**src/hw/dps_defs.svh**
```systemverilog
`ifndef DPS_DEFS_SVH
`define DPS_DEFS_SVH

// ********************************
// Clock and pin timing
// ********************************
`define DPS_CLK_NS        20
`define DPS_T_SETUP_NS    40
`define DPS_T_PULSE_NS    100
`define DPS_T_GAP_NS      40
`define DPS_CYC_UP(ns)    ((((ns) + `DPS_CLK_NS - 1) / `DPS_CLK_NS))
`define DPS_SETUP_CYC     `DPS_CYC_UP(`DPS_T_SETUP_NS)
`define DPS_PULSE_CYC     `DPS_CYC_UP(`DPS_T_PULSE_NS)
`define DPS_GAP_CYC       `DPS_CYC_UP(`DPS_T_GAP_NS)
`define DPS_NSEM          8

// ********************************
// Registers, commands and fields
// ********************************
`define DPS_REG_CTRL      8'h00
`define DPS_REG_ADDR      8'h04
`define DPS_REG_WDATA     8'h08
`define DPS_REG_STATUS    8'h0c
`define DPS_REG_RDATA     8'h10
`define DPS_REG_CFG       8'h14
`define DPS_OP_MEM_RD     3'h0
`define DPS_OP_MEM_WR     3'h1
`define DPS_OP_ACQUIRE    3'h2
`define DPS_OP_RELEASE    3'h3
`define DPS_OP_INIT       3'h4
`define DPS_ST_BUSY       0
`define DPS_ST_DONE       1
`define DPS_ST_GRANTED    2
`define DPS_ST_CONFLICT   3
`define DPS_ST_FAILED     4
`define DPS_CFG_MS        0
`define DPS_CFG_POLL_LSB  8
`define DPS_CFG_RESET     32'h0000_0001
`define DPS_RESP_OKAY     2'h0
`define DPS_RESP_SLVERR   2'h2

`endif

```
**src/hw/dps_pkg.sv**
```systemverilog
`default_nettype none
package dps_pkg;
  typedef enum logic [2:0] {E_IDLE, E_SETUP, E_PULSE, E_GAP, E_DONE} dps_eng_e;
  typedef enum logic [1:0] {M_IDLE, M_RUN, M_EVAL} dps_seq_e;
  typedef enum logic [1:0] {PH_SINGLE, PH_ACQ_W, PH_ACQ_R, PH_INIT} dps_phase_e;
endpackage
`default_nettype wire

```
**src/hw/dps_eng_if.sv**
```systemverilog
`default_nettype none
interface dps_eng_if;
  logic        req;
  logic        wr;
  logic        sem;
  logic [16:0] addr;
  logic [8:0]  wdata;
  logic        done;
  logic [8:0]  rdata;
  logic        conflict;
  modport seq (output req, wr, sem, addr, wdata, input done, rdata, conflict);
  modport eng (input req, wr, sem, addr, wdata, output done, rdata, conflict);
endinterface
`default_nettype wire

```
**src/hw/dps_sem_host.sv**
```systemverilog
// How it works
// - Host straps exactly one master per array
// - Hold address and select before write strobe
// - Memory chip select high during semaphore access
// - Drop select or enable between polling reads
// - Acquire by write zero then read back
// - Failed request: keep reading or write one
// - Software writes one to all semaphores at start
//
// Register access over AXI4-Lite and the register offsets were decided locally.
`include "dps_defs.svh"
`default_nettype none
module dps_sem_host #(
  parameter int SETUP_CYC = `DPS_SETUP_CYC,
  parameter int PULSE_CYC = `DPS_PULSE_CYC,
  parameter int GAP_CYC   = `DPS_GAP_CYC
) (
  input  wire logic        aclk,           // System clock
  input  wire logic        aresetn,        // Sync reset
  input  wire logic [7:0]  s_axi_awaddr,   // Write address
  input  wire logic        s_axi_awvalid,  // Write address valid
  output logic             s_axi_awready,  // Write address ready
  input  wire logic [31:0] s_axi_wdata,    // Write data
  input  wire logic [3:0]  s_axi_wstrb,    // Byte strobes
  input  wire logic        s_axi_wvalid,   // Write data valid
  output logic             s_axi_wready,   // Write data ready
  output logic [1:0]       s_axi_bresp,    // Write response
  output logic             s_axi_bvalid,   // Write response valid
  input  wire logic        s_axi_bready,   // Write response ready
  input  wire logic [7:0]  s_axi_araddr,   // Read address
  input  wire logic        s_axi_arvalid,  // Read address valid
  output logic             s_axi_arready,  // Read address ready
  output logic [31:0]      s_axi_rdata,    // Read data
  output logic [1:0]       s_axi_rresp,    // Read response
  output logic             s_axi_rvalid,   // Read data valid
  input  wire logic        s_axi_rready,   // Read data ready
  output logic             port_ce_n,      // Memory chip select
  output logic             port_semaphore_select_n, // Semaphore space select
  output logic             port_rw_n,      // Read/write, low writes
  output logic             port_oe_n,      // Output enable
  output logic [16:0]      port_addr,      // Address pins
  output logic [8:0]       port_data_o,    // Data out
  output logic             port_data_oe,   // Data drive enable
  input  wire logic [8:0]  port_data_i,    // Data in
  input  wire logic        port_busy_n,    // Conflict flag from part
  output logic             ms_sel          // Master/slave strap to part
);
  // ********************************
  // Pin engine
  // ********************************
  dps_eng_if eif ();

  dps_port_eng #(
    .SETUP_CYC (SETUP_CYC),
    .PULSE_CYC (PULSE_CYC),
    .GAP_CYC   (GAP_CYC)
  ) u_eng (
    .aclk    (aclk),
    .aresetn (aresetn),
    .e       (eif.eng),
    .ce_n    (port_ce_n),
    .sem_n   (port_semaphore_select_n),
    .rw_n    (port_rw_n),
    .oe_n    (port_oe_n),
    .addr    (port_addr),
    .dout    (port_data_o),
    .dout_oe (port_data_oe),
    .din     (port_data_i),
    .busy_n  (port_busy_n)
  );

  function automatic logic dps_mapped(input logic [7:0] a);
    dps_mapped = (a[1:0] == 2'h0) && (a <= `DPS_REG_CFG);
  endfunction

  function automatic logic [31:0] dps_merge(input logic [31:0] old, input logic [31:0] nw,
                                            input logic [3:0] strb);
    dps_merge = old;
    for (int i = 0; i < 4; i++)
      if (strb[i])
        dps_merge[i*8 +: 8] = nw[i*8 +: 8];
  endfunction

  // ********************************
  // AXI4-Lite slave and registers
  // ********************************
  logic        awh_r, awh_nxt, wh_r, wh_nxt, bv_r, bv_nxt, rv_r, rv_nxt;
  logic [7:0]  awa_r, awa_nxt;
  logic [31:0] wd_r, wd_nxt, rd_r, rd_nxt;
  logic [3:0]  ws_r, ws_nxt;
  logic [1:0]  br_r, br_nxt, rr_r, rr_nxt;
  logic [16:0] addr_r, addr_nxt;
  logic [8:0]  wdata_r, wdata_nxt, rdata_r, rdata_nxt;
  logic        ms_r, ms_nxt;
  logic [7:0]  poll_r, poll_nxt;
  logic        done_r, done_nxt, grant_r, grant_nxt, conf_r, conf_nxt, fail_r, fail_nxt;
  logic        go;
  logic [2:0]  go_op;
  logic [31:0] status;
  logic [31:0] cfg_word;

  // ********************************
  // Command sequencer
  // ********************************
  dps_pkg::dps_seq_e   st_r, st_nxt;
  dps_pkg::dps_phase_e ph_r, ph_nxt;
  logic        req_r, req_nxt, awr_r, awr_nxt, asem_r, asem_nxt;
  logic [16:0] aadr_r, aadr_nxt;
  logic [8:0]  adat_r, adat_nxt;
  logic [2:0]  idx_r, idx_nxt;
  logic [7:0]  pl_r, pl_nxt;
  logic        seq_busy;

  assign seq_busy = (st_r != dps_pkg::M_IDLE);
  assign status   = {27'h0, fail_r, conf_r, grant_r, done_r, seq_busy};
  assign cfg_word = {16'h0, poll_r, 7'h0, ms_r};
  assign s_axi_awready = !awh_r && !bv_r;
  assign s_axi_wready  = !wh_r && !bv_r;
  assign s_axi_arready = !rv_r;

  always_comb
  begin
    awh_nxt = awh_r; wh_nxt = wh_r; bv_nxt = bv_r; rv_nxt = rv_r;
    awa_nxt = awa_r; wd_nxt = wd_r; ws_nxt = ws_r; rd_nxt = rd_r; br_nxt = br_r; rr_nxt = rr_r;
    addr_nxt = addr_r; wdata_nxt = wdata_r; ms_nxt = ms_r; poll_nxt = poll_r;
    go = 1'b0;
    go_op = 3'h0;
    if (s_axi_awvalid && s_axi_awready)
    begin
      awh_nxt = 1'b1;
      awa_nxt = s_axi_awaddr;
    end
    if (s_axi_wvalid && s_axi_wready)
    begin
      wh_nxt = 1'b1;
      wd_nxt = s_axi_wdata;
      ws_nxt = s_axi_wstrb;
    end
    if (awh_r && wh_r)
    begin
      awh_nxt = 1'b0;
      wh_nxt  = 1'b0;
      bv_nxt  = 1'b1;
      br_nxt  = dps_mapped(awa_r) ? `DPS_RESP_OKAY : `DPS_RESP_SLVERR;
      case (awa_r)
        `DPS_REG_CTRL:
        begin
          // Commands while busy are dropped; software polls the busy bit first
          go    = !seq_busy && ws_r[0];
          go_op = wd_r[2:0];
        end
        `DPS_REG_ADDR:
          addr_nxt = 17'(dps_merge({15'h0, addr_r}, wd_r, ws_r));
        `DPS_REG_WDATA:
          wdata_nxt = 9'(dps_merge({23'h0, wdata_r}, wd_r, ws_r));
        `DPS_REG_CFG:
        begin
          ms_nxt   = 1'(dps_merge(cfg_word, wd_r, ws_r) >> `DPS_CFG_MS);
          poll_nxt = 8'(dps_merge(cfg_word, wd_r, ws_r) >> `DPS_CFG_POLL_LSB);
        end
        default:
          go = 1'b0;
      endcase
    end
    if (bv_r && s_axi_bready)
      bv_nxt = 1'b0;
    if (rv_r && s_axi_rready)
      rv_nxt = 1'b0;
    if (s_axi_arvalid && s_axi_arready)
    begin
      rv_nxt = 1'b1;
      rr_nxt = dps_mapped(s_axi_araddr) ? `DPS_RESP_OKAY : `DPS_RESP_SLVERR;
      case (s_axi_araddr)
        `DPS_REG_ADDR:   rd_nxt = {15'h0, addr_r};
        `DPS_REG_WDATA:  rd_nxt = {23'h0, wdata_r};
        `DPS_REG_STATUS: rd_nxt = status;
        `DPS_REG_RDATA:  rd_nxt = {23'h0, rdata_r};
        `DPS_REG_CFG:    rd_nxt = cfg_word;
        default:         rd_nxt = 32'h0000_0000;
      endcase
    end
  end

  always_comb
  begin
    st_nxt = st_r; ph_nxt = ph_r; req_nxt = req_r; awr_nxt = awr_r; asem_nxt = asem_r;
    aadr_nxt = aadr_r; adat_nxt = adat_r; idx_nxt = idx_r; pl_nxt = pl_r;
    rdata_nxt = rdata_r; done_nxt = done_r; grant_nxt = grant_r; conf_nxt = conf_r;
    fail_nxt = fail_r;
    case (st_r)
      dps_pkg::M_IDLE:
        if (go && go_op <= `DPS_OP_INIT)
        begin
          done_nxt = 1'b0; grant_nxt = 1'b0; conf_nxt = 1'b0; fail_nxt = 1'b0;
          req_nxt  = 1'b1;
          st_nxt   = dps_pkg::M_RUN;
          ph_nxt   = dps_pkg::PH_SINGLE;
          aadr_nxt = addr_r;
          adat_nxt = wdata_r;
          awr_nxt  = (go_op != `DPS_OP_MEM_RD);
          asem_nxt = (go_op >= `DPS_OP_ACQUIRE);
          idx_nxt  = addr_r[2:0];
          pl_nxt   = poll_r;
          if (go_op >= `DPS_OP_ACQUIRE)
            aadr_nxt = {14'h0, addr_r[2:0]};
          if (go_op == `DPS_OP_ACQUIRE)
          begin
            adat_nxt = 9'h000;
            ph_nxt   = dps_pkg::PH_ACQ_W;
          end
          if (go_op == `DPS_OP_RELEASE)
            adat_nxt = 9'h001;
          if (go_op == `DPS_OP_INIT)
          begin
            aadr_nxt = 17'h00000;
            idx_nxt  = 3'h0;
            adat_nxt = 9'h001;
            ph_nxt   = dps_pkg::PH_INIT;
          end
        end
      dps_pkg::M_RUN:
        if (eif.done)
        begin
          req_nxt   = 1'b0;
          rdata_nxt = eif.rdata;
          conf_nxt  = conf_r | eif.conflict;
          st_nxt    = dps_pkg::M_EVAL;
        end
      dps_pkg::M_EVAL:
      begin
        st_nxt  = dps_pkg::M_RUN;
        req_nxt = 1'b1;
        case (ph_r)
          dps_pkg::PH_ACQ_W:
          begin
            awr_nxt = 1'b0;
            ph_nxt  = dps_pkg::PH_ACQ_R;
          end
          dps_pkg::PH_ACQ_R:
            if (!rdata_r[0])
            begin
              grant_nxt = 1'b1;
              done_nxt  = 1'b1;
              req_nxt   = 1'b0;
              st_nxt    = dps_pkg::M_IDLE;
            end
            else if (pl_r != 8'h00)
              pl_nxt = pl_r - 8'h01;
            else
            begin
              // Withdraw so a stale request never seizes the token later
              fail_nxt = 1'b1;
              awr_nxt  = 1'b1;
              adat_nxt = 9'h001;
              ph_nxt   = dps_pkg::PH_SINGLE;
            end
          dps_pkg::PH_INIT:
            if (idx_r == 3'(`DPS_NSEM - 1))
            begin
              done_nxt = 1'b1;
              req_nxt  = 1'b0;
              st_nxt   = dps_pkg::M_IDLE;
            end
            else
            begin
              idx_nxt  = idx_r + 3'h1;
              aadr_nxt = {14'h0, idx_r + 3'h1};
            end
          default:
          begin
            done_nxt = 1'b1;
            req_nxt  = 1'b0;
            st_nxt   = dps_pkg::M_IDLE;
          end
        endcase
      end
      default:
        st_nxt = dps_pkg::M_IDLE;
    endcase
  end

  always_ff @(posedge aclk)
  begin
    if (!aresetn)
    begin
      awh_r <= 1'b0; wh_r <= 1'b0; bv_r <= 1'b0; rv_r <= 1'b0;
      awa_r <= 8'h00; wd_r <= 32'h0000_0000; ws_r <= 4'h0; rd_r <= 32'h0000_0000;
      br_r <= `DPS_RESP_OKAY; rr_r <= `DPS_RESP_OKAY;
      addr_r <= 17'h00000; wdata_r <= 9'h000; rdata_r <= 9'h000;
      ms_r <= 1'(`DPS_CFG_RESET >> `DPS_CFG_MS);
      poll_r <= 8'(`DPS_CFG_RESET >> `DPS_CFG_POLL_LSB);
      done_r <= 1'b0; grant_r <= 1'b0; conf_r <= 1'b0; fail_r <= 1'b0;
      st_r <= dps_pkg::M_IDLE; ph_r <= dps_pkg::PH_SINGLE; req_r <= 1'b0;
      awr_r <= 1'b0; asem_r <= 1'b0; aadr_r <= 17'h00000; adat_r <= 9'h000;
      idx_r <= 3'h0; pl_r <= 8'h00;
    end
    else
    begin
      awh_r <= awh_nxt; wh_r <= wh_nxt; bv_r <= bv_nxt; rv_r <= rv_nxt;
      awa_r <= awa_nxt; wd_r <= wd_nxt; ws_r <= ws_nxt; rd_r <= rd_nxt;
      br_r <= br_nxt; rr_r <= rr_nxt;
      addr_r <= addr_nxt; wdata_r <= wdata_nxt; rdata_r <= rdata_nxt;
      ms_r <= ms_nxt; poll_r <= poll_nxt;
      done_r <= done_nxt; grant_r <= grant_nxt; conf_r <= conf_nxt; fail_r <= fail_nxt;
      st_r <= st_nxt; ph_r <= ph_nxt; req_r <= req_nxt;
      awr_r <= awr_nxt; asem_r <= asem_nxt; aadr_r <= aadr_nxt; adat_r <= adat_nxt;
      idx_r <= idx_nxt; pl_r <= pl_nxt;
    end
  end

  assign eif.req   = req_r;
  assign eif.wr    = awr_r;
  assign eif.sem   = asem_r;
  assign eif.addr  = aadr_r;
  assign eif.wdata = adat_r;
  assign s_axi_bvalid = bv_r;
  assign s_axi_bresp  = br_r;
  assign s_axi_rvalid = rv_r;
  assign s_axi_rresp  = rr_r;
  assign s_axi_rdata  = rd_r;
  assign ms_sel       = ms_r;
endmodule
`default_nettype wire

```
**src/hw/dps_port_eng.sv**
```systemverilog
`include "dps_defs.svh"
`default_nettype none
module dps_port_eng #(
  parameter int SETUP_CYC = `DPS_SETUP_CYC,
  parameter int PULSE_CYC = `DPS_PULSE_CYC,
  parameter int GAP_CYC   = `DPS_GAP_CYC
) (
  input  wire logic        aclk,      // System clock
  input  wire logic        aresetn,   // Sync reset
  dps_eng_if.eng           e,         // Access requests
  output logic             ce_n,      // Memory chip select
  output logic             sem_n,     // semaphore_select
  output logic             rw_n,      // Write strobe, low writes
  output logic             oe_n,      // Output enable
  output logic [16:0]      addr,      // Address pins
  output logic [8:0]       dout,      // Data to pins
  output logic             dout_oe,   // Data drive enable
  input  wire logic [8:0]  din,       // Data from pins
  input  wire logic        busy_n     // Conflict flag from the part
);
  if (SETUP_CYC < 1 || SETUP_CYC > 254 || PULSE_CYC < 3 || PULSE_CYC > 255 ||
      GAP_CYC < 1 || GAP_CYC > 255)
    $error("dps_port_eng: timing counts out of range");

  // ********************************
  // Pin input synchronisers
  // ********************************
  logic [8:0] din_m_r, din_s_r;
  logic       busy_m_r, busy_s_r;
  always_ff @(posedge aclk)
  begin
    if (!aresetn)
    begin
      din_m_r  <= 9'h000;
      din_s_r  <= 9'h000;
      busy_m_r <= 1'b1;
      busy_s_r <= 1'b1;
    end
    else
    begin
      din_m_r  <= din;
      din_s_r  <= din_m_r;
      busy_m_r <= busy_n;
      busy_s_r <= busy_m_r;
    end
  end

  // ********************************
  // Access sequencer
  // ********************************
  dps_pkg::dps_eng_e st_r, st_nxt;
  logic [7:0]  cnt_r, cnt_nxt;
  logic        wr_r, wr_nxt, sem_r, sem_nxt, conf_r, conf_nxt;
  logic        ce_n_r, ce_n_nxt, sem_n_r, sem_n_nxt, rw_n_r, rw_n_nxt, oe_n_r, oe_n_nxt;
  logic        doe_r, doe_nxt;
  logic [16:0] addr_r, addr_nxt;
  logic [8:0]  dout_r, dout_nxt, rdata_r, rdata_nxt;

  always_comb
  begin
    st_nxt = st_r; cnt_nxt = cnt_r; wr_nxt = wr_r; sem_nxt = sem_r; conf_nxt = conf_r;
    ce_n_nxt = ce_n_r; sem_n_nxt = sem_n_r; rw_n_nxt = rw_n_r; oe_n_nxt = oe_n_r;
    doe_nxt = doe_r; addr_nxt = addr_r; dout_nxt = dout_r; rdata_nxt = rdata_r;
    case (st_r)
      dps_pkg::E_IDLE:
        if (e.req)
        begin
          wr_nxt    = e.wr;
          sem_nxt   = e.sem;
          conf_nxt  = 1'b0;
          addr_nxt  = e.addr;
          dout_nxt  = e.wdata;
          doe_nxt   = e.wr;
          ce_n_nxt  = e.sem;
          sem_n_nxt = !e.sem;
          cnt_nxt   = (e.wr && !e.sem) ? 8'(SETUP_CYC + 1) : 8'(SETUP_CYC - 1);
          st_nxt    = dps_pkg::E_SETUP;
        end
      dps_pkg::E_SETUP:
        if (cnt_r != 8'h00)
          cnt_nxt = cnt_r - 8'h01;
        else if (wr_r && !sem_r && !busy_s_r)
          conf_nxt = 1'b1;  // Stall the memory write while flagged; semaphores never wait
        else
        begin
          rw_n_nxt = !wr_r;
          oe_n_nxt = wr_r;
          cnt_nxt  = 8'(PULSE_CYC - 1);
          st_nxt   = dps_pkg::E_PULSE;
        end
      dps_pkg::E_PULSE:
        if (cnt_r != 8'h00)
          cnt_nxt = cnt_r - 8'h01;
        else
        begin
          rdata_nxt = din_s_r;
          if (wr_r && !sem_r && !busy_s_r)
            conf_nxt = 1'b1;  // Write may have been inhibited
          rw_n_nxt = 1'b1;
          oe_n_nxt = 1'b1;
          cnt_nxt  = 8'(GAP_CYC - 1);
          st_nxt   = dps_pkg::E_GAP;
        end
      dps_pkg::E_GAP:
        if (cnt_r != 8'h00)
          cnt_nxt = cnt_r - 8'h01;
        else
        begin
          ce_n_nxt  = 1'b1;
          sem_n_nxt = 1'b1;
          doe_nxt   = 1'b0;
          st_nxt    = dps_pkg::E_DONE;
        end
      dps_pkg::E_DONE:
        st_nxt = dps_pkg::E_IDLE;
      default:
        st_nxt = dps_pkg::E_IDLE;
    endcase
  end

  always_ff @(posedge aclk)
  begin
    if (!aresetn)
    begin
      st_r <= dps_pkg::E_IDLE; cnt_r <= 8'h00; wr_r <= 1'b0; sem_r <= 1'b0; conf_r <= 1'b0;
      ce_n_r <= 1'b1; sem_n_r <= 1'b1; rw_n_r <= 1'b1; oe_n_r <= 1'b1; doe_r <= 1'b0;
      addr_r <= 17'h00000; dout_r <= 9'h000; rdata_r <= 9'h000;
    end
    else
    begin
      st_r <= st_nxt; cnt_r <= cnt_nxt; wr_r <= wr_nxt; sem_r <= sem_nxt; conf_r <= conf_nxt;
      ce_n_r <= ce_n_nxt; sem_n_r <= sem_n_nxt; rw_n_r <= rw_n_nxt; oe_n_r <= oe_n_nxt;
      doe_r <= doe_nxt; addr_r <= addr_nxt; dout_r <= dout_nxt; rdata_r <= rdata_nxt;
    end
  end

  assign e.done     = (st_r == dps_pkg::E_DONE);
  assign e.rdata    = rdata_r;
  assign e.conflict = conf_r;
  assign ce_n    = ce_n_r;
  assign sem_n   = sem_n_r;
  assign rw_n    = rw_n_r;
  assign oe_n    = oe_n_r;
  assign addr    = addr_r;
  assign dout    = dout_r;
  assign dout_oe = doe_r;
endmodule
`default_nettype wire

```
**config.mk**
```make
export PLATFORM = sky130hd
export DESIGN_NAME = dps_sem_host
export DESIGN_NICKNAME = d
export VERILOG_FILES = /design/src/hw/dps_pkg.sv /design/src/hw/dps_eng_if.sv /design/src/hw/dps_sem_host.sv /design/src/hw/dps_port_eng.sv
export VERILOG_INCLUDE_DIRS = /design/src /design/src/hw
export SDC_FILE = /design/constraint.sdc
export NUM_CORES = 1
export LEC_CHECK = 0
export BUFFER_PORTS_ARGS = -buffer_cell sky130_fd_sc_hd__clkbuf_2
export CORE_AREA = 8 8 142 177
export DETAILED_ROUTE_END_ITERATION = 8
export DIE_AREA = 0 0 150 185
export PLACE_DENSITY_LB_ADDON = 0.3
export SYNTH_ARGS = -nofsm -noshare
export SYNTH_HDL_FRONTEND = slang
export SYNTH_SLANG_ARGS = --single-unit
```
**constraint.sdc**
```tcl
create_clock -name aclk -period 2.55 [get_ports aclk]
set_input_delay 0.51 -clock aclk [delete_from_list [all_inputs] [get_ports aclk]]
set_output_delay 0.51 -clock aclk [all_outputs]
set_load 0.01 [all_outputs]
```
==> results of run 1 <==
-- placed cells by master (no fill, tap or decap), types with 5 or more instances in the layout --
cell	instances
a211oi_1	7
a21o_1	6
a21oi_1	123
a22o_1	25
a22oi_1	17
a2bb2oi_1	5
a31oi_1	11
and2_1	25
buf_4	29
clkbuf_16	22
clkbuf_2	108
clkinv_2	7
conb_1	17
dfxtp_1	214
ha_1	6
inv_1	11
mux2_2	5
mux2i_1	26
nand2_1	226
nand2b_1	10
nand3_1	25
nand4_1	9
nor2_1	68
nor2b_1	11
nor3_1	13
o21ai_0	35
o22ai_1	9
or4_1	11
-- worst max-delay path by stage --
stage / from / to / slack [ns] / cells past startpoint
after floorplan: awa_r[0]$_SDFFE_PN0P_ / aadr_r[10]$_SDFFE_PN0P_ / 0.34 / 7
after global placement: pl_r[0]$_SDFFE_PN0P_ / adat_r[1]$_SDFFE_PN0P_ / 0.18 / 5
after detailed placement: pl_r[0]$_SDFFE_PN0P_ / adat_r[3]$_SDFFE_PN0P_ / 0.15 / 5
after CTS: pl_r[0]$_SDFFE_PN0P_ / adat_r[2]$_SDFFE_PN0P_ / 0.15 / 5
after global routing: pl_r[0]$_SDFFE_PN0P_ / adat_r[6]$_SDFFE_PN0P_ / 0.03 / 5
final: pl_r[0]$_SDFFE_PN0P_ / adat_r[8]$_SDFFE_PN0P_ / 0.17 / 5
-- final cells by class --
type	instances	area, um2
clock inverter	12	130
sequential	214	4280
fill	2244	12200
clock buffer	28	613
tap	288	360
multi-input combinational	748	4080
timing repair buffer	137	758
inverter	12	46.3
-- registers in the layout, summed over array words and instances (netlist names), 2 cells and up --
name           count
u_eng.cnt_r        8
awa_r              8
ph_r               2
pl_r               8
u_eng.st_r         3
addr_r            17
u_eng.din_m_r      9
aadr_r            17
poll_r             8
wd_r              17
rdata_r            9
u_eng.din_s_r      9
u_eng.e.rdata      9
s_axi_rdata       17
u_eng.dout         9
ws_r               3
adat_r             9
wdata_r            9
st_r               2
u_eng.addr        17
-- kinds of logic (layout without fill, tap and decap cells) --
family,after synthesis,after routing
adders and majority gates,6,6
AOI/OAI and AO/OA,262,262
muxes,31,31
xor gates and xnor gates,2,2
other,1,17
and+or+nand+nor,430,430
DFF,214,214
buffers and inverters,93,189
-- critical path, delay by kind of cell, from the launching register on --
kind            cells  cell delay, ns
compound gates      2            1.31
flops               1            0.46
fa+ha+maj           1            0.23
simple gates        1            0.22
buf+inv             1            0.13
-- power by group through the flow --
| stage | Clock (mW) | Combinational [mW] | Sequential (mW) |
|---|---|---|---|
| 6_report | 3.24 | 0.579 | 3.48 |
| 2_1_floorplan | 0 | 0.429 | 3.52 |
| 4_1_cts | 3.32 | 0.578 | 3.48 |
| 3_3_place_gp | 0 | 0.568 | 3.55 |
| 3_5_place_dp | 0 | 0.577 | 3.55 |
| 5_1_grt | 3.46 | 0.649 | 3.48 |
-- through the flow --
stage | setup WS (ns) | cell area, um2 | hold slack, ns | total power, mW
global placement | 0.178 | 9530 | 0.392 | 4.12
global route | 0.0291 | 10300 | 0.180 | 7.59
finish | 0.168 | 10300 | 0.190 | 7.30
floorplan | 0.337 | 8780 | 0.386 | 3.95
CTS | 0.145 | 10300 | 0.175 | 7.37
detailed placement | 0.145 | 9530 | 0.398 | 4.13
-- metal layers --
| layer | part of all wire | global-route usage |
|---|---|---|
| met4 | 0.027 | 0.0585 |
| met5 | 0 | 0 |
| met1 | 0.44 | 0.211 |
| met2 | 0.47 | 0.268 |
| met3 | 0.060 | 0.0240 |
==> results.json, run 1 <==
{
  "run_status": "complete, no violations",
  "die_x_um": 150,
  "setup_tns_ns": 0,
  "firstDrtPassIters": 5,
  "ios": 142,
  "cp-end-kind": "flop",
  "grt_setup_unrepaired": "false",
  "hold_class": "input pin to flop",
  "ys_types": 60,
  "min_to": "u_eng.busy_m_r$_SDFF_PN1_",
  "r2r-start": "pl_r[0]$_SDFFE_PN0P_",
  "cp.arrival_ns": 2.84,
  "rows": 62,
  "tightest_slew_ns": 1.31,
  "synth-xor-area-share": 0.00201,
  "dpl.cell_count": 1399,
  "grt_pass1_vias": 7144,
  "critical_path.slowest_cell": "a211oi_1",
  "drc_errors": 0,
  "seq_power_share": 0.476,
  "gp_congestion": 0.845,
  "synthArstFlopShare": 0,
  "cts_sinks": 214,
  "critPathLaunchType": "flop",
  "ant_nets": 0,
  "fin_crit_ns": 2.38,
  "grt_max_degree": 85,
  "antenna_found_initial": 0,
  "synthFlopType": "dfxtp_1",
  "hold_buffers": 0,
  "syn_area_um2": 8720,
  "hold_path_depth": 2,
  "detail_route.wirelength_um": 23000,
  "period_share": 0.934,
  "coreArea_um2": 22500,
  "synth_seq_cells": 214,
  "via_count": 7529,
  "reg2reg_to": "adat_r[8]$_SDFFE_PN0P_",
  "detailedRoute.firstIterationViolations": 460,
  "cap_viol_max_count": 0,
  "synth_most_common_cell": "nand2_1",
  "io_buffers": 108,
  "setup_viol": 0,
  "clock_path_buffers": 3,
  "slew_violations": 0,
  "cts_buffers": 22,
  "grt_use_total": 0.162,
  "r2r_setup_slack_ns": 0.17,
  "path_cells": "inv_1 > ha_1 > and4b_1 > a211oi_1 > a22o_1",
  "htreeDepth": 1,
  "clkTransAtPathRegs_ns": 0.06,
  "holdCritStartpoint": "port_busy_n",
  "die_y_um": 185,
  "syn_avg_cell_area_um2": 8.39,
  "clock_skew_ns": 0.0170,
  "cp_max_fo": 8,
  "synth_fa_ha_area_frac": 0.00861,
  "viasPerCell": 5.23,
  "diodes": 0,
  "muxShareOfSynthArea": 0.0363,
  "cts_setup_buffers": 0,
  "critPathMaxStageDelay_ns": 1.03,
  "synth_top_area_frac": 0.492,
  "nNetsFinal": 1210,
  "wl_per_cell_um": 16.0,
  "p_leak_nw": 4.05,
  "power_frac_clock": 0.444,
  "synth_edf_count": 0,
  "synth_top_area_cell": "dfxtp_1",
  "final_cells": 1439,
  "grt_pass1_wl_um": 37000,
  "start_util": 0.387,
  "critPathKind": "flop to flop",
  "p_sw_mw": 1.76,
  "switching_share": 0.241,
  "timing_hold_violations_final": 0,
  "synth_seq_area_share": 0.492,
  "clockRootBuffer": "clkbuf_16",
  "p_per_area_nw_per_um2": 710,
  "synthSimpleGateAreaFrac": 0.228,
  "slew_headroom": 0.124,
  "yosysWarningCount": 0,
  "syn-instance-count": 1039,
  "syn2layout_area_growth_pct": 17.9,
  "final_util": 0.457,
  "ir_drop_mv": 0.593,
  "dieArea_um2": 27800,
  "drive_above_1_share": 0.167,
  "crit_required_ns": 3.01,
  "p_int_mw": 5.54,
  "overflow": 0,
  "max_freq_ghz": 0.420,
  "comb_power_share": 0.079,
  "synth-compound-area-share": 0.184,
  "rr_worst_depth": 5,
  "cts_resized": 0,
  "tritoncts": "done",
  "synthTopCellsByCount": "nand2_1 (226), dfxtp_1 (214), a21oi_1 (123)",
  "hpwl_um": 16800,
  "synth_area_leaders": "dfxtp_1 (49%), nand2_1 (9.7%), a21oi_1 (7.1%)",
  "clock_latency_ns": 0.51,
  "synth_top_family_by_area": "simple AND/OR/NAND/NOR gates"
}
Note: power is estimated with default switching activity, not from simulation.
==> inputs of run 2 (changes only) <==
--- a/config.mk
+++ b/config.mk
@@ -7,9 +7,10 @@
 export NUM_CORES = 1
 export LEC_CHECK = 0
 export BUFFER_PORTS_ARGS = -buffer_cell sky130_fd_sc_hd__clkbuf_2
-export CORE_AREA = 8 8 142 177
+export CAP_MARGIN = 5
+export CORE_AREA = 10 10 144 179
 export DETAILED_ROUTE_END_ITERATION = 8
-export DIE_AREA = 0 0 150 185
+export DIE_AREA = 0 0 154 189
 export PLACE_DENSITY_LB_ADDON = 0.3
 export SYNTH_ARGS = -nofsm -noshare
 export SYNTH_HDL_FRONTEND = slang
==> results.json, run 2 (synthesis results as in run 1) <==
{
  "cp_max_fo": 13,
  "clkTransAtPathRegs_ns": 0.06,
  "r2r-start": "awa_r[0]$_SDFFE_PN0P_",
  "setup_tns_ns": 0,
  "met1_usage": 0.201,
  "p_leak_nw": 4.07,
  "final_util": 0.464,
  "fin_crit_ns": 2.41,
  "p_sw_mw": 1.77,
  "hold_ws_ns": 0.171,
  "slew_violations": 0,
  "clock_path_buffers": 3,
  "clockRootBuffer": "clkbuf_16",
  "dpl.cell_count": 1392,
  "ant_nets": 0,
  "tightest_slew_ns": 1.18,
  "syn2layout_area_growth_pct": 18.3,
  "io_buffers": 108,
  "grt_use_total": 0.153,
  "cts_setup_buffers": 0,
  "nNetsFinal": 1209,
  "cp-end-kind": "flop",
  "clock_skew_ns": 0.0188,
  "ir_drop_mv": 0.804,
  "hold_buffers": 0,
  "final_cells": 1433,
  "clock_latency_ns": 0.52,
  "die_x_um": 154,
  "seq_power_share": 0.464,
  "switching_share": 0.237,
  "critPathMaxStageDelay_ns": 0.54,
  "p_per_area_nw_per_um2": 725,
  "grt_pass1_wl_um": 37900,
  "drc_errors": 0,
  "p_int_mw": 5.70,
  "ios": 142,
  "cts_resized": 0,
  "critPathKind": "flop to flop",
  "antenna_found_initial": 0,
  "wl_per_cell_um": 16.2,
  "viasPerCell": 5.26,
  "met3_usage": 0.0286,
  "hpwl_um": 16800,
  "critPathLaunchType": "flop",
  "slew_headroom": 0.210,
  "grt_setup_unrepaired": "false",
  "firstDrtPassIters": 5,
  "hold_path_depth": 2,
  "final_common_cell": "nand2_1",
  "run_status": "complete, no violations",
  "cp.arrival_ns": 2.83,
  "start_util": 0.392,
  "power_frac_clock": 0.458,
  "cts_buffers": 23,
  "path_cells": "or3_4 > or4b_4 > or3_1 > and3_4 > a22o_1",
  "grt_use_met2": 0.251,
  "grt_pass1_vias": 7167,
  "reg2reg_to": "aadr_r[3]$_SDFFE_PN0P_",
  "max_freq_ghz": 0.415,
  "die_y_um": 189,
  "layout_common_cells": "nand2_1 (226), dfxtp_1 (214), a21oi_1 (123)",
  "hold_class": "input pin to flop",
  "rows": 61,
  "detail_route.wirelength_um": 23300,
  "timing_hold_violations_final": 0,
  "cts_sinks": 214,
  "critical_path.slowest_cell": "or3_1",
  "htreeDepth": 1,
  "coreArea_um2": 22200,
  "overflow": 0,
  "setup_viol": 0,
  "dieArea_um2": 29100,
  "busiest_layer": "met2",
  "tritoncts": "done",
  "diodes": 0,
  "comb_power_share": 0.077,
  "crit_required_ns": 2.96,
  "min_to": "s_axi_rvalid$_SDFFE_PN0P_",
  "drive_above_1_share": 0.163,
  "grt_max_degree": 135,
  "detailedRoute.firstIterationViolations": 417,
  "r2r_setup_slack_ns": 0.14,
  "cap_viol_max_count": 0,
  "gp_congestion": 0.830,
  "rr_worst_depth": 5,
  "via_count": 7540,
  "period_share": 0.946,
  "holdCritStartpoint": "s_axi_rready"
}
run 2: worst max-delay path by stage:
stage / end / startpoint
2_1_floorplan: aadr_r[10]$_SDFFE_PN0P_ / awa_r[0]$_SDFFE_PN0P_
3_3_place_gp: aadr_r[11]$_SDFFE_PN0P_ / awa_r[0]$_SDFFE_PN0P_
5_1_grt: aadr_r[3]$_SDFFE_PN0P_ / awh_r$_SDFFE_PP0P_
3_5_place_dp: aadr_r[13]$_SDFFE_PN0P_ / awa_r[0]$_SDFFE_PN0P_
4_1_cts: aadr_r[3]$_SDFFE_PN0P_ / awa_r[0]$_SDFFE_PN0P_
6_report: aadr_r[3]$_SDFFE_PN0P_ / awa_r[0]$_SDFFE_PN0P_
run 2: power groups by stage:
stage | Clock (mW) | Sequential [mW] | Combinational, mW
final | 3.42 | 3.47 | 0.579
after global routing | 3.64 | 3.48 | 0.657
after CTS | 3.48 | 3.47 | 0.582
after detailed placement | 0 | 3.55 | 0.579
after global placement | 0 | 3.54 | 0.571
after floorplan | 0 | 3.52 | 0.429
run 2: layer usage:
metal / up-vias / routed length (um) / share of wire
met3: 24 / 1370 / 0.059
met2: 207 / 11100 / 0.48
li1: 3779 / - / -
met5: - / 0 / 0
met1: 3530 / 10400 / 0.45
met4: 0 / 348 / 0.015
run 2: layout make-up:
class,count,area (um2)
Clock buffer,35,691
Clock inverter,6,97.6
Fill cell,2183,11900
Inverter,12,46.3
Multi-Input combinational cell,748,4080
Sequential cell,214,4280
Tap cell,283,354
Timing Repair Buffer,135,756
run 2: worst max-delay path, delay by kind of cell, from the launching register on:
family / cells / cell delay (ns)
AO/OA/AOI/OAI: 1 / 0.19
flip-flops: 1 / 0.32
AND/OR/NAND/NOR: 4 / 1.80
run 2: through the flow:
stage	power [mW]	worst slack, ns	area (um2)
floorplan	3.95	0.337	8780
global placement	4.11	0.176	9520
detailed placement	4.12	0.157	9520
CTS	7.54	0.164	10300
global route	7.78	0.0215	10300
finish	7.47	0.139	10300
